File: config.mk
export PLATFORM = sky130hd
export DESIGN_NAME = adc_serial_sync_timing
export DESIGN_NICKNAME = d
export VERILOG_FILES = /design/src/core/adc_timing_pkg.sv /design/src/core/level_edge.sv /design/src/core/adc_serial_sync_timing.sv
export SDC_FILE = /design/constraint.sdc
export NUM_CORES = 1
export LEC_CHECK = 0
export BUFFER_PORTS_ARGS = -buffer_cell sky130_fd_sc_hd__buf_2
export CORE_MARGIN = 2
export CORE_UTILIZATION = 59
export CTS_CLUSTER_DIAMETER = 60
export DETAILED_ROUTE_END_ITERATION = 10
export GPL_ROUTABILITY_DRIVEN = 0
export GPL_TIMING_DRIVEN = 0
export MAX_ROUTING_LAYER = met4
export PLACE_DENSITY = 0.86
export SETUP_SLACK_MARGIN = 0.15
export SYNTH_ARGS = -nofsm -noshare
export SYNTH_HDL_FRONTEND = slang
export SYNTH_SLANG_ARGS = --single-unit
File: constraint.sdc
create_clock -name core_clk -period 3.4 [get_ports core_clk]
set_clock_uncertainty 0.05 [all_clocks]
set_input_delay 0.51 -clock core_clk [delete_from_list [all_inputs] [get_ports core_clk]]
set_output_delay 0.51 -clock core_clk [all_outputs]
set_load 0.02 [all_outputs]
File: src/core/adc_timing_pkg.sv
// constants and carrier types for the converter host-port timing block
package adc_timing_pkg;

    // core clock rate and the printed times, cycles derived from them
    localparam int CORE_CLK_MHZ     = 40;
    localparam int T_POR_US         = 250;
    localparam int T_REGACQ_US      = 5;
    localparam int POR_CYCLES       = T_POR_US * CORE_CLK_MHZ;
    localparam int REGACQ_CYCLES    = T_REGACQ_US * CORE_CLK_MHZ;

    // counts in main conversion clock periods
    localparam int SYNC_MAX_MCLK    = 2047;
    localparam int RESET_MIN_MCLK   = 2048;
    localparam int CONVERSION_READY_PIN_HIGH_MCLK   = 4;
    localparam int CONVERSION_READY_PIN_LOW_MCLK    = 4;
    localparam int SPI_TIMEOUT_MCLK = 32768;

    // modulator runs at main clock / 2, ratio = 2**(7 + code), 128 .. 16384
    localparam int MOD_DIV          = 2;
    localparam int RATIO_MIN_LOG2   = 7;
    localparam int RATIO_CODE_BITS  = 3;

    // serial word, clock polarity 0 / phase 1
    localparam int WORD_BITS        = 24;
    localparam logic SCLK_IDLE      = 1'b0;
    localparam logic SPI_PHASE      = 1'b1;

    typedef struct packed
    {
        logic sclk;
        logic cs_n;
        logic sdi;
    } spi_in_s;

    typedef struct packed
    {
        logic sdo;
        logic sdo_oe;
    } spi_out_s;

    typedef enum logic [2:0]
    {
        PW_LOAD = 3'b001,
        PW_WAIT = 3'b010,
        PW_RUN  = 3'b100
    } power_e;

    typedef enum logic [2:0]
    {
        DR_IDLE = 3'b001,
        DR_HIGH = 3'b010,
        DR_LOW  = 3'b100
    } conversion_ready_pin_e;

endpackage

File: src/core/level_edge.sv
// registered level with rise and fall detection for a synchronous input
`timescale 1ns/10ps
module level_edge
#(
    parameter logic RESET_LEVEL = 1'b0
)
(
    // clock and reset
    input  wire logic core_clk,
    input  wire logic rst,
    // watched level
    input  wire logic level_in,
    // edges seen against the previous cycle
    output logic      rise,
    output logic      fall
);

    logic level_q;
    logic next_level_q;

    always_comb
    begin
        next_level_q = level_in;
    end

    always_ff @(posedge core_clk)
    begin
        if (rst)
        begin
            level_q <= RESET_LEVEL;
        end
        else
        begin
            level_q <= next_level_q;
        end
    end

    assign rise = level_in & ~level_q;
    assign fall = ~level_in & level_q;

endmodule // level_edge

File: src/core/adc_serial_sync_timing.sv
// host-port timing of the converter: serial link, align/clear pin, ready pulse, start-up
//
// Contract
// - a low on the align pin of 1 to 2047 main clock periods is a sync request, not a reset.
// - a low on the align pin of 2048 or more main clock periods fully resets the device.
// - the align pin is sampled on rising edges of the external clock input.
// - every ready pulse is high for 4 and then low for at least 4 main clock periods; high ends on the 4th tick, so start-up and held pulses are high 3 to 4.
// - the link is polarity 0 phase 1, output changes on rise and capture is on fall.
// - each input bit is captured on a falling serial clock edge.
// - the next output bit is presented after each rising serial clock edge under select.
// - the output is driven from select falling and released after select rising.
// - the first ready rising edge comes about 250 us after power-up.
// - register defaults load within 5 us before contents count as valid.
// - the modulators run at half the main clock.
// - decimation ratios are powers of two from 128 to 16384, rate = modulator clock / ratio.
`timescale 1ns/10ps
module adc_serial_sync_timing
    import adc_timing_pkg::*;
#(
    parameter int POR_TIME_CYCLES = adc_timing_pkg::POR_CYCLES,
    parameter int TIMEOUT_MCLK    = adc_timing_pkg::SPI_TIMEOUT_MCLK
)
(
    // clock and reset
    input  wire logic                                    core_clk,
    input  wire logic                                    rst,
    // main clock pin and align/clear pin (active low)
    input  wire logic                                    ext_clock_in,
    input  wire logic                                    align_or_clear_n,
    // serial link
    input  wire adc_timing_pkg::spi_in_s                 spi_in,
    output adc_timing_pkg::spi_out_s                     spi_out,
    // conversion control and status
    input  wire logic [adc_timing_pkg::RATIO_CODE_BITS-1:0] decimation_ratio,
    output logic                                         conversion_ready_pin,
    output logic                                         mod_clk,
    output logic                                         regs_valid,
    output logic                                         sync_pulse,
    output logic                                         reset_pulse,
    // word exchange with the core
    input  wire logic [adc_timing_pkg::WORD_BITS-1:0]    tx_data,
    output logic [adc_timing_pkg::WORD_BITS-1:0]         rx_data,
    output logic                                         rx_strobe,
    output logic                                         frame_timeout
);

    import adc_timing_pkg::*;

    logic mclk_tick;
    logic sclk_rise;
    logic sclk_fall;
    logic cs_fall;
    logic cs_rise;
    logic clear_all;

    level_edge #(.RESET_LEVEL(1'b0)) u_ext_edge
    (
        .core_clk (core_clk),
        .rst      (rst),
        .level_in (ext_clock_in),
        .rise     (mclk_tick),
        .fall     ()
    );

    level_edge #(.RESET_LEVEL(SCLK_IDLE)) u_sclk_edge
    (
        .core_clk (core_clk),
        .rst      (rst),
        .level_in (spi_in.sclk),
        .rise     (sclk_rise),
        .fall     (sclk_fall)
    );

    level_edge #(.RESET_LEVEL(1'b1)) u_cs_edge
    (
        .core_clk (core_clk),
        .rst      (rst),
        .level_in (spi_in.cs_n),
        .rise     (cs_rise),
        .fall     (cs_fall)
    );

    // align/clear pin measurement; a high pin at a tick or rst clears it, reset_pulse does not, so a held low cannot re-fire
    logic [11:0] low_cnt;
    logic [11:0] next_low_cnt;
    logic        next_sync_pulse;
    logic        next_reset_pulse;

    always_comb
    begin
        next_low_cnt     = low_cnt;
        next_sync_pulse  = 1'b0;
        next_reset_pulse = 1'b0;
        if (mclk_tick)
        begin
            if (!align_or_clear_n)
            begin
                if (low_cnt < 12'(RESET_MIN_MCLK))
                begin
                    next_low_cnt = low_cnt + 12'h001;
                end
                if (low_cnt == 12'(RESET_MIN_MCLK - 1))
                begin
                    next_reset_pulse = 1'b1;
                end
            end
            else
            begin
                next_low_cnt = 12'h000;
                if (low_cnt != 12'h000 && low_cnt <= 12'(SYNC_MAX_MCLK))
                begin
                    next_sync_pulse = 1'b1;
                end
            end
        end
    end

    always_ff @(posedge core_clk)
    begin
        if (rst)
        begin
            low_cnt     <= 12'h000;
            sync_pulse  <= 1'b0;
            reset_pulse <= 1'b0;
        end
        else
        begin
            low_cnt     <= next_low_cnt;
            sync_pulse  <= next_sync_pulse;
            reset_pulse <= next_reset_pulse;
        end
    end

    assign clear_all = rst | reset_pulse;

    // start-up: register load, then wait out the power-on time
    power_e      pw_state;
    power_e      next_pw_state;
    logic [15:0] pw_cnt;
    logic [15:0] next_pw_cnt;
    logic        next_regs_valid;
    logic        first_conv;

    always_comb
    begin
        next_pw_state   = pw_state;
        next_pw_cnt     = pw_cnt + 16'h0001;
        next_regs_valid = regs_valid;
        first_conv      = 1'b0;
        case (pw_state)
            PW_LOAD:
            begin
                if (pw_cnt == 16'(REGACQ_CYCLES - 1))
                begin
                    next_regs_valid = 1'b1;
                    next_pw_state   = PW_WAIT;
                end
            end
            PW_WAIT:
            begin
                if (pw_cnt >= 16'(POR_TIME_CYCLES - 1))
                begin
                    first_conv    = 1'b1;
                    next_pw_state = PW_RUN;
                end
            end
            PW_RUN:
            begin
                next_pw_cnt = pw_cnt;
            end
            default:
            begin
                next_pw_state = PW_LOAD;
                next_pw_cnt   = 16'h0000;
            end
        endcase
    end

    always_ff @(posedge core_clk)
    begin
        if (clear_all)
        begin
            pw_state   <= PW_LOAD;
            pw_cnt     <= 16'h0000;
            regs_valid <= 1'b0;
        end
        else
        begin
            pw_state   <= next_pw_state;
            pw_cnt     <= next_pw_cnt;
            regs_valid <= next_regs_valid;
        end
    end

    // modulator clock and decimation; a sync request realigns both counters
    logic [13:0] dec_cnt;
    logic [13:0] next_dec_cnt;
    logic [13:0] dec_limit;
    logic        next_mod_clk;
    logic        mod_tick;
    logic        conv_done;

    always_comb
    begin
        dec_limit    = 14'((15'h0001 << (4'(RATIO_MIN_LOG2) + {1'b0, decimation_ratio}))
                       - 15'h0001);
        mod_tick     = mclk_tick & mod_clk;
        next_mod_clk = mod_clk;
        next_dec_cnt = dec_cnt;
        conv_done    = first_conv;
        if (sync_pulse)
        begin
            next_mod_clk = 1'b0;
            next_dec_cnt = 14'h0000;
        end
        else if (pw_state == PW_RUN)
        begin
            if (mclk_tick)
            begin
                next_mod_clk = ~mod_clk;
            end
            if (mod_tick)
            begin
                if (dec_cnt >= dec_limit)
                begin
                    next_dec_cnt = 14'h0000;
                    conv_done    = 1'b1;
                end
                else
                begin
                    next_dec_cnt = dec_cnt + 14'h0001;
                end
            end
        end
    end

    always_ff @(posedge core_clk)
    begin
        if (clear_all)
        begin
            mod_clk <= 1'b0;
            dec_cnt <= 14'h0000;
        end
        else
        begin
            mod_clk <= next_mod_clk;
            dec_cnt <= next_dec_cnt;
        end
    end

    // ready pulse; a conversion finishing mid-pulse waits rather than being dropped
    conversion_ready_pin_e      dr_state;
    conversion_ready_pin_e      next_dr_state;
    logic [2:0] dr_cnt;
    logic [2:0] next_dr_cnt;
    logic       dr_pending;
    logic       next_dr_pending;
    logic       next_ready_pin;

    always_comb
    begin
        next_dr_state   = dr_state;
        next_dr_cnt     = dr_cnt;
        next_dr_pending = dr_pending | conv_done;
        next_ready_pin  = conversion_ready_pin;
        case (dr_state)
            DR_IDLE:
            begin
                if (next_dr_pending)
                begin
                    next_dr_pending = 1'b0;
                    next_ready_pin  = 1'b1;
                    next_dr_cnt     = 3'h0;
                    next_dr_state   = DR_HIGH;
                end
            end
            DR_HIGH:
            begin
                if (mclk_tick)
                begin
                    next_dr_cnt = dr_cnt + 3'h1;
                    if (dr_cnt == 3'(CONVERSION_READY_PIN_HIGH_MCLK - 1))
                    begin
                        next_ready_pin = 1'b0;
                        next_dr_cnt    = 3'h0;
                        next_dr_state  = DR_LOW;
                    end
                end
            end
            DR_LOW:
            begin
                if (mclk_tick)
                begin
                    next_dr_cnt = dr_cnt + 3'h1;
                    if (dr_cnt == 3'(CONVERSION_READY_PIN_LOW_MCLK - 1))
                    begin
                        next_dr_state = DR_IDLE;
                    end
                end
            end
            default:
            begin
                next_dr_state  = DR_IDLE;
                next_ready_pin = 1'b0;
            end
        endcase
    end

    always_ff @(posedge core_clk)
    begin
        if (clear_all)
        begin
            dr_state             <= DR_IDLE;
            dr_cnt               <= 3'h0;
            dr_pending           <= 1'b0;
            conversion_ready_pin <= 1'b0;
        end
        else
        begin
            dr_state             <= next_dr_state;
            dr_cnt               <= next_dr_cnt;
            dr_pending           <= next_dr_pending;
            conversion_ready_pin <= next_ready_pin;
        end
    end

    // serial link; edges are found on the sampled sclk, so sclk must stay well below core rate
    logic [WORD_BITS-1:0] tx_shift;
    logic [WORD_BITS-1:0] next_tx_shift;
    logic [WORD_BITS-1:0] rx_shift;
    logic [WORD_BITS-1:0] next_rx_shift;
    logic [WORD_BITS-1:0] next_rx_data;
    logic [4:0]           bit_cnt;
    logic [4:0]           next_bit_cnt;
    logic [15:0]          to_cnt;
    logic [15:0]          next_to_cnt;
    spi_out_s             next_spi_out;
    logic                 next_rx_strobe;
    logic                 next_timeout;

    always_comb
    begin
        next_tx_shift  = tx_shift;
        next_rx_shift  = rx_shift;
        next_rx_data   = rx_data;
        next_bit_cnt   = bit_cnt;
        next_to_cnt    = to_cnt;
        next_spi_out   = spi_out;
        next_rx_strobe = 1'b0;
        next_timeout   = 1'b0;
        if (cs_fall)
        begin
            next_spi_out.sdo_oe = 1'b1;
            next_spi_out.sdo    = 1'b0;
            next_tx_shift       = tx_data;
            next_bit_cnt        = 5'h00;
            next_to_cnt         = 16'h0000;
        end
        else if (cs_rise || spi_in.cs_n)
        begin
            next_spi_out.sdo_oe = 1'b0;
            next_bit_cnt        = 5'h00;
            next_to_cnt         = 16'h0000;
        end
        else
        begin
            if (sclk_rise && SPI_PHASE)
            begin
                next_spi_out.sdo = tx_shift[WORD_BITS-1];
                next_tx_shift    = {tx_shift[WORD_BITS-2:0], 1'b0};
            end
            if (sclk_fall)
            begin
                next_rx_shift = {rx_shift[WORD_BITS-2:0], spi_in.sdi};
                next_to_cnt   = 16'h0000;
                if (bit_cnt == 5'(WORD_BITS - 1))
                begin
                    next_rx_data   = next_rx_shift;
                    next_rx_strobe = 1'b1;
                    next_bit_cnt   = 5'h00;
                    next_tx_shift  = tx_data;
                end
                else
                begin
                    next_bit_cnt = bit_cnt + 5'h01;
                end
            end
            else if (bit_cnt != 5'h00 && mclk_tick)
            begin
                if (to_cnt == 16'(TIMEOUT_MCLK - 1))
                begin
                    next_bit_cnt  = 5'h00;
                    next_to_cnt   = 16'h0000;
                    next_tx_shift = tx_data;
                    next_timeout  = 1'b1;
                end
                else
                begin
                    next_to_cnt = to_cnt + 16'h0001;
                end
            end
        end
    end

    always_ff @(posedge core_clk)
    begin
        if (clear_all)
        begin
            tx_shift      <= '0;
            rx_shift      <= '0;
            rx_data       <= '0;
            bit_cnt       <= 5'h00;
            to_cnt        <= 16'h0000;
            spi_out       <= '0;
            rx_strobe     <= 1'b0;
            frame_timeout <= 1'b0;
        end
        else
        begin
            tx_shift      <= next_tx_shift;
            rx_shift      <= next_rx_shift;
            rx_data       <= next_rx_data;
            bit_cnt       <= next_bit_cnt;
            to_cnt        <= next_to_cnt;
            spi_out       <= next_spi_out;
            rx_strobe     <= next_rx_strobe;
            frame_timeout <= next_timeout;
        end
    end

endmodule // adc_serial_sync_timing

# Word level (Yosys, flattened, before mapping)
# Cells that the tools add are included.
dict set report classes {
  mul 0
  eq_ne 19
  reduce_logical 32
  n_shift 1
  n_addsub 8
  n_div 0
  muxes 46
  bitwise_logic 22
  order_cmp 4
}
# op n
set op_table {}
lappend op_table {{$mux 24} 7}
lappend op_table {{$mux 3} 11}
lappend op_table {{$add 16x1->16 const B} 2}
lappend op_table {{$pmux 16 s2} 1}
lappend op_table {{$pmux 3 s3} 3}
lappend op_table {{$mux 12} 2}
lappend op_table {{$mux 5} 4}
lappend op_table {{$eq 16x15->1 const B} 1}
lappend op_table {{$eq 16x8->1 const B} 1}
lappend op_table {{$ge 16x14->1 const B} 1}
lappend op_table {{$mux 16} 1}
lappend op_table {{$ne 2x2->1 const B} 8}
lappend op_table {{$mux 1} 15}
lappend op_table {{$add 14x1->14 const B} 1}
lappend op_table {{$ge 14x14->1} 1}
lappend op_table {{$mux 14} 1}
lappend op_table {{$not 1->1} 14}
lappend op_table {{$shl 1x4->14 const A} 1}
lappend op_table {{$sub 14x1->14 const B} 1}
lappend op_table {{$add 12x1->12 const B} 1}
lappend op_table {{$eq 12x11->1 const B} 1}
lappend op_table {{$le 12x11->1 const B} 1}
lappend op_table {{$lt 12x12->1 const B} 1}
lappend op_table {{$reduce_and 2->1} 6}
lappend op_table {{other kinds (23)} 46}
dict set report word_totals {
  latch_bits 0
  memories 0
  romBits 0
  ram_bits 0
  out_inout_bits 33
  inputBits 34
  reg_bits 156
  wordCells 156
}

# Logic depth before layout (Yosys ltp)
dict set report depth {
  depth_word 11
  depth_mapped 11
  ltp_nobuf 11
}

# By module
# From an unflattened synthesis, not the netlist that was laid out.
dict set report unflattened {
  hier_cells 841
  hier_area_um2 7091.8
}
# module instances area_each_um2 seq_area_each_um2 cells_each
set modules_own_cells {}
lappend modules_own_cells {adc_serial_sync_timing 1 6974.2 3062.9 829}
lappend modules_own_cells {{level_edge at u_ext_edge ...} 2 38.8 20.0 4}
lappend modules_own_cells {{level_edge at u_cs_edge} 1 40.0 20.0 4}

# Least setup slack after synthesis
# OpenSTA, ideal clock, no wires.
dict set report synth_timing {
  path_type {input port to flip-flop}
  start {input decimation_ratio[2] (netlist bit)}
  end {register dr_cnt[0]}
  stages 10
  path_slack_ns 0.859
  arrival_time_ns 2.419
  setup_ns 0.072
  n_path_buf 1
  required_ns 3.278
  cell_sequence {clkbuf_1 -> o21ai_0 -> ha_1 -> nand4_1 -> nor2_1 -> and3_1 -> a221oi_1 -> o31ai_2 -> a22oi_2 -> mux2i_1}
}
dict set report synth_via {
  elab_chain_cells 11
}
# element line_no
set synth_lines {}
lappend synth_lines {{start: declaration} adc_serial_sync_timing.sv:34} ;# input wire logic [adc_timing_pkg::RATIO_CODE_BITS-1:0] decimation_ratio,
lappend synth_lines {{$add 3x3->4} adc_serial_sync_timing.sv:205} ;# dec_limit = 14'((15'h0001 << (4'(RATIO_MIN_LOG2) + {1'b0, decimation_ratio}))
lappend synth_lines {{$shl 1x4->14} adc_serial_sync_timing.sv:205}
lappend synth_lines {{$sub 14x1->14} adc_serial_sync_timing.sv:206} ;# - 15'h0001);
lappend synth_lines {{$ge 14x14->1} adc_serial_sync_timing.sv:224} ;# if (dec_cnt >= dec_limit)
lappend synth_lines {{$mux 1} adc_serial_sync_timing.sv:224}
lappend synth_lines {{$mux 1} adc_serial_sync_timing.sv:222} ;# if (mod_tick)
lappend synth_lines {{$mux 1} adc_serial_sync_timing.sv:216} ;# else if (pw_state == PW_RUN)
lappend synth_lines {{$mux 1} adc_serial_sync_timing.sv:211} ;# if (sync_pulse)
lappend synth_lines {{$or 1x1->1} adc_serial_sync_timing.sv:264} ;# next_dr_pending = dr_pending | conv_done;
lappend synth_lines {{$ne 2x2->1 (no source line)} n/a}
lappend synth_lines {{$reduce_and 4->1 (no source line)} n/a}
lappend synth_lines {{end signal: assignment} adc_serial_sync_timing.sv:321} ;# dr_cnt <= next_dr_cnt;
lappend synth_lines {{end: declaration} adc_serial_sync_timing.sv:254} ;# logic [2:0] dr_cnt;
# Every way passes these cells.
# A chain may end at the register's enable or synchronous reset.

# Worst setup path after layout
dict set report layout_timing {
  start {input decimation_ratio[2] (netlist bit)}
  end {register dec_cnt[4]}
}
dict set report layout_via {
  elab_chain_cells 5
}
# element line_no
set layout_lines {}
lappend layout_lines {{$add 3x3->4} adc_serial_sync_timing.sv:205}
lappend layout_lines {{$shl 1x4->14} adc_serial_sync_timing.sv:205}
lappend layout_lines {{$sub 14x1->14} adc_serial_sync_timing.sv:206}
lappend layout_lines {{$ge 14x14->1} adc_serial_sync_timing.sv:224}
lappend layout_lines {{$mux 14} adc_serial_sync_timing.sv:224}
lappend layout_lines {{end signal: assignment} adc_serial_sync_timing.sv:247} ;# dec_cnt <= next_dec_cnt;
lappend layout_lines {{end: declaration} adc_serial_sync_timing.sv:196} ;# logic [13:0] dec_cnt;
# Every way passes these cells.

==> results.md <==
* Final hold slack at 0.251 ns
* Area fraction in compound gates after synthesis at 13.0%
* Placed Instances at 1039
* Worst Tran Pin Value at 0.645 ns
* Worst-skew pair later-pin latency at 0.42 ns
* Fillers at 887
* Initial drt markers at ~370
* Post-DR wirelength/cell at 13.4 um
* Place WS at 0.417 ns
* Placeable core area at roughly 11000 um^2
* Sum of net half-perimeters after detailed placement at 10200 um
* Maximum number of pins on one net before global-route repair at 17
* Row count at 39
* Tmin final at 2.61 ns
* Warning count from the yosys run at 0
* Number of antenna violations at the first check in global routing at 0
* Post-Syn Area per Cell at 8.25 um^2
* Biggest fanout along the worst timing path at 10
* Die outline area at 12400 um^2
* Clock transition at the registers of the reported paths at 0.06 ns
* Cell family contributing the most delay on the critical path: compound AO/OA/AOI/OAI gates
* Length of the first detailed-routing pass in iterations at 5
* Setup total negative slack at 0 ns
* Leading cell types by total area after synthesis: sky130_fd_sc_hd__dfxtp_1, sky130_fd_sc_hd__nand2_1, sky130_fd_sc_hd__nor2_1, sky130_fd_sc_hd__a21oi_1, sky130_fd_sc_hd__ha_1
* Synth async-reset ratio at 0%
* Kind of capture point of the worst setup path: register
* Most frequent cells in the layout: sky130_fd_sc_hd__dfxtp_1, sky130_fd_sc_hd__nand2_1, sky130_fd_sc_hd__nor2_1
* CTS tree: done
* Largest family of logic cells by synthesized area: simple AND/OR/NAND/NOR gates
* Maximum clock insertion buffer count at 2
* Biggest area consumer among synthesized cells: sky130_fd_sc_hd__dfxtp_1
* Areal power density over the cells at 484 nW/um^2
* Number of buffers inserted during clock tree synthesis at 17
* IR drop worst, VDD at 0.000328 V
* Number of hold violations in the final report at 0
* Highest clock frequency the design can meet at 0.383 GHz
* Die H at 112 um
* Post-synth top flop: sky130_fd_sc_hd__dfxtp_1
* Synthesized-area fraction occupied by and/or/nand/nor cells at 26.7%
* Xor/xnor cell area share of the yosys netlist at around 6.0%
* Post-CTS setup buffer count at 0
* Number of ports placed on the die boundary at 67
* Wire length of the first global-routing pass at 24100 um
* Via total after detailed routing at 5918
* Commonest non-fill, non-tap cell in the layout: sky130_fd_sc_hd__dfxtp_1
* Leakage at a little over 0.003 uW
* Final worst-path cycle share at 76.9%
* Initial core utilization at 60.1%
* Die span in x at 112 um
* Type of the worst min-delay path: primary input to register
* Count of flip-flops with a built-in enable after synthesis at 0
* Share of cell area taken by muxes after synthesis at 0.605%
* Adder-cell share of the synthesized area at 4.58%
* Count of endpoints failing setup in the final report at 0
* Number of synthesized register bits at 156
* Required time of the critical path at between 3 and 4 ns
* Via count of the first global-routing pass at 5413
* Gate Count Post-Synth at slightly above 800
* Type of the worst setup path: primary input to register
* Delay contributed by the slowest stage of the critical path at 0.56 ns
* Wire length after detailed routing at 14400 um
* CP max-delay cell: sky130_fd_sc_hd__a221oi_1
* Number of nets at the end of the flow at 974
* RSZ-0062 raised after global routing: false
* Final Instance Count excl. Fillers at 1071
* Result of the run: finished clean
* Number of antenna repair diodes at 0
* Crit path cell chain: clkbuf_1 > nand3_1 > ha_1 > nand4_1 > nor2_1 > and3_1 > a221oi_1 > o21ai_0 > clkbuf_1 > nor2_1
* Number of distinct library cells after synthesis at 56
* Per-cell via count in the routed design at 5.53
* Count of final max-slew check failures at 0
* Antenna-violating nets left at 0
* Number of port buffers at 65
* Data arrival time of the critical path at 2.92 ns
* Root Driver: sky130_fd_sc_hd__clkbuf_16
* Fraction of the yosys area taken by sequential cells at roughly 46%
* Hold Buf Count CTS at 0
* Clock sinks at 156
* Area Growth Syn to Fin at 15.7%
* GR Util All Layers at 24.1%
* Count of cells resized by post-cts repair at 0
* Netlist area before placement at 6830 um^2
* Smallest setup slack after layout at 0.787 ns
* DR DRC count at 0
* Share of final-layout standard cells stronger than drive strength 1 at 12.4%
* Aggregate global routing overflow at 0
* Kind of start point of the critical path: primary input
* H-tree depth at 4
* Worst slew slack as a fraction of its limit at 56.7%
* Fraction of post-synthesis cell area in the top cell type by area at a little under half
* Number of buffer and inverter stages on the critical path at 2
* Total of max-cap violations at 0
-- synth_stat cells (18+ instances only) --
master and n:
sky130_fd_sc_hd__dfxtp_1 156, sky130_fd_sc_hd__nand2_1 141, sky130_fd_sc_hd__nor2_1 131, sky130_fd_sc_hd__a21oi_1 80
sky130_fd_sc_hd__clkbuf_1 26, sky130_fd_sc_hd__xor2_1 26, sky130_fd_sc_hd__ha_1 25, sky130_fd_sc_hd__nand3_1 25
sky130_fd_sc_hd__o221ai_1 25, sky130_fd_sc_hd__nor3_1 22, sky130_fd_sc_hd__xnor2_1 21, sky130_fd_sc_hd__inv_1 18
-- per-layer routing --
layer	share of wire (%)	global-route usage, %	routed length (um)	vias to the layer above
li1	-	-	-	3006
met2	49	39.7	7070	125
met1	45	29.7	6510	2761
met3	4.0	5.39	580	26
met4	1.7	7.65	240	0
met5	0	-	0	-
-- final timing paths --
kind	cells past startpoint	slack (ns)	start	endpoint
worst max register to register	8	0.88	dec_cnt[11]	dec_cnt[4]
worst min register to register	2	0.40	rx_data[7]	rx_data[7]
worst max-delay path	10	0.79	decimation_ratio[2]	dec_cnt[4]
worst min-delay path	2	0.25	align_or_clear_n	reset_pulse
-- area by class of cell --
type	count	area [um^2]	share of cell area, %
multi-input cells	622	3500	44.3
flip-flops and latches	156	3120	39.5
clock buffers	23	468	5.92
repair buffers	65	325	4.12
well taps	143	179	2.27
plain buffers	35	153	1.93
clock inverters	9	87.6	1.11
inverters	18	67.6	0.855
-- report_power, final --
| part | internal [uW] | switching, uW | total, uW |
|---|---|---|---|
| Sequential | 1860 | 19.5 | 1880 |
| Clock | 1050 | 725 | 1770 |
| Combinational | 63.4 | 110 | 173 |
| Total | 2970 | 854 | 3820 |
-- sequential cells by signal (all words and copies together), names as in the netlist, 2 cells and up --
| name | flops |
|---|---|
| dec_cnt | 14 |
| rx_data | 24 |
| dr_cnt | 3 |
| tx_shift | 24 |
| pw_state | 3 |
| to_cnt | 16 |
| dr_state | 3 |
| bit_cnt | 5 |
| spi_out | 2 |
| pw_cnt | 16 |
| rx_shift | 23 |
| low_cnt | 12 |
-- through the flow --
step | utilization, % | power [uW] | cell area [um^2]
after floorplan | - | 2030 | 6840
after global placement | 64.6 | 2080 | 7340
after detailed placement | 64.6 | 2090 | 7340
after CTS | 69.5 | 3850 | 7900
after global routing | 69.5 | 3960 | 7900
final | 69.5 | 3820 | 7900
-- logic make-up (layout without fill, tap and decap cells) --
kind of cell / Yosys count / count (layout)
adder cells (fa/ha/maj): 25 / 25
buffers and inverters: 53 / 150
multiplexers: 4 / 4
AO/OA/AOI/OAI: 142 / 142
XOR/XNOR: 47 / 47
AND/OR/NAND/NOR: 399 / 399
other: 2 / 5
flip-flops: 156 / 156
-- worst reg2reg max path, delay by kind of cell (launching register included) --
family	cells	cell delay [ns]
adder cells (fa/ha/maj)	1	0.27
AO/OA/AOI/OAI	2	0.88
buffers and inverters	1	0.31
AND/OR/NAND/NOR	4	0.52
flip-flops	1	0.41
Note: power is estimated with default switching activity, not from simulation.
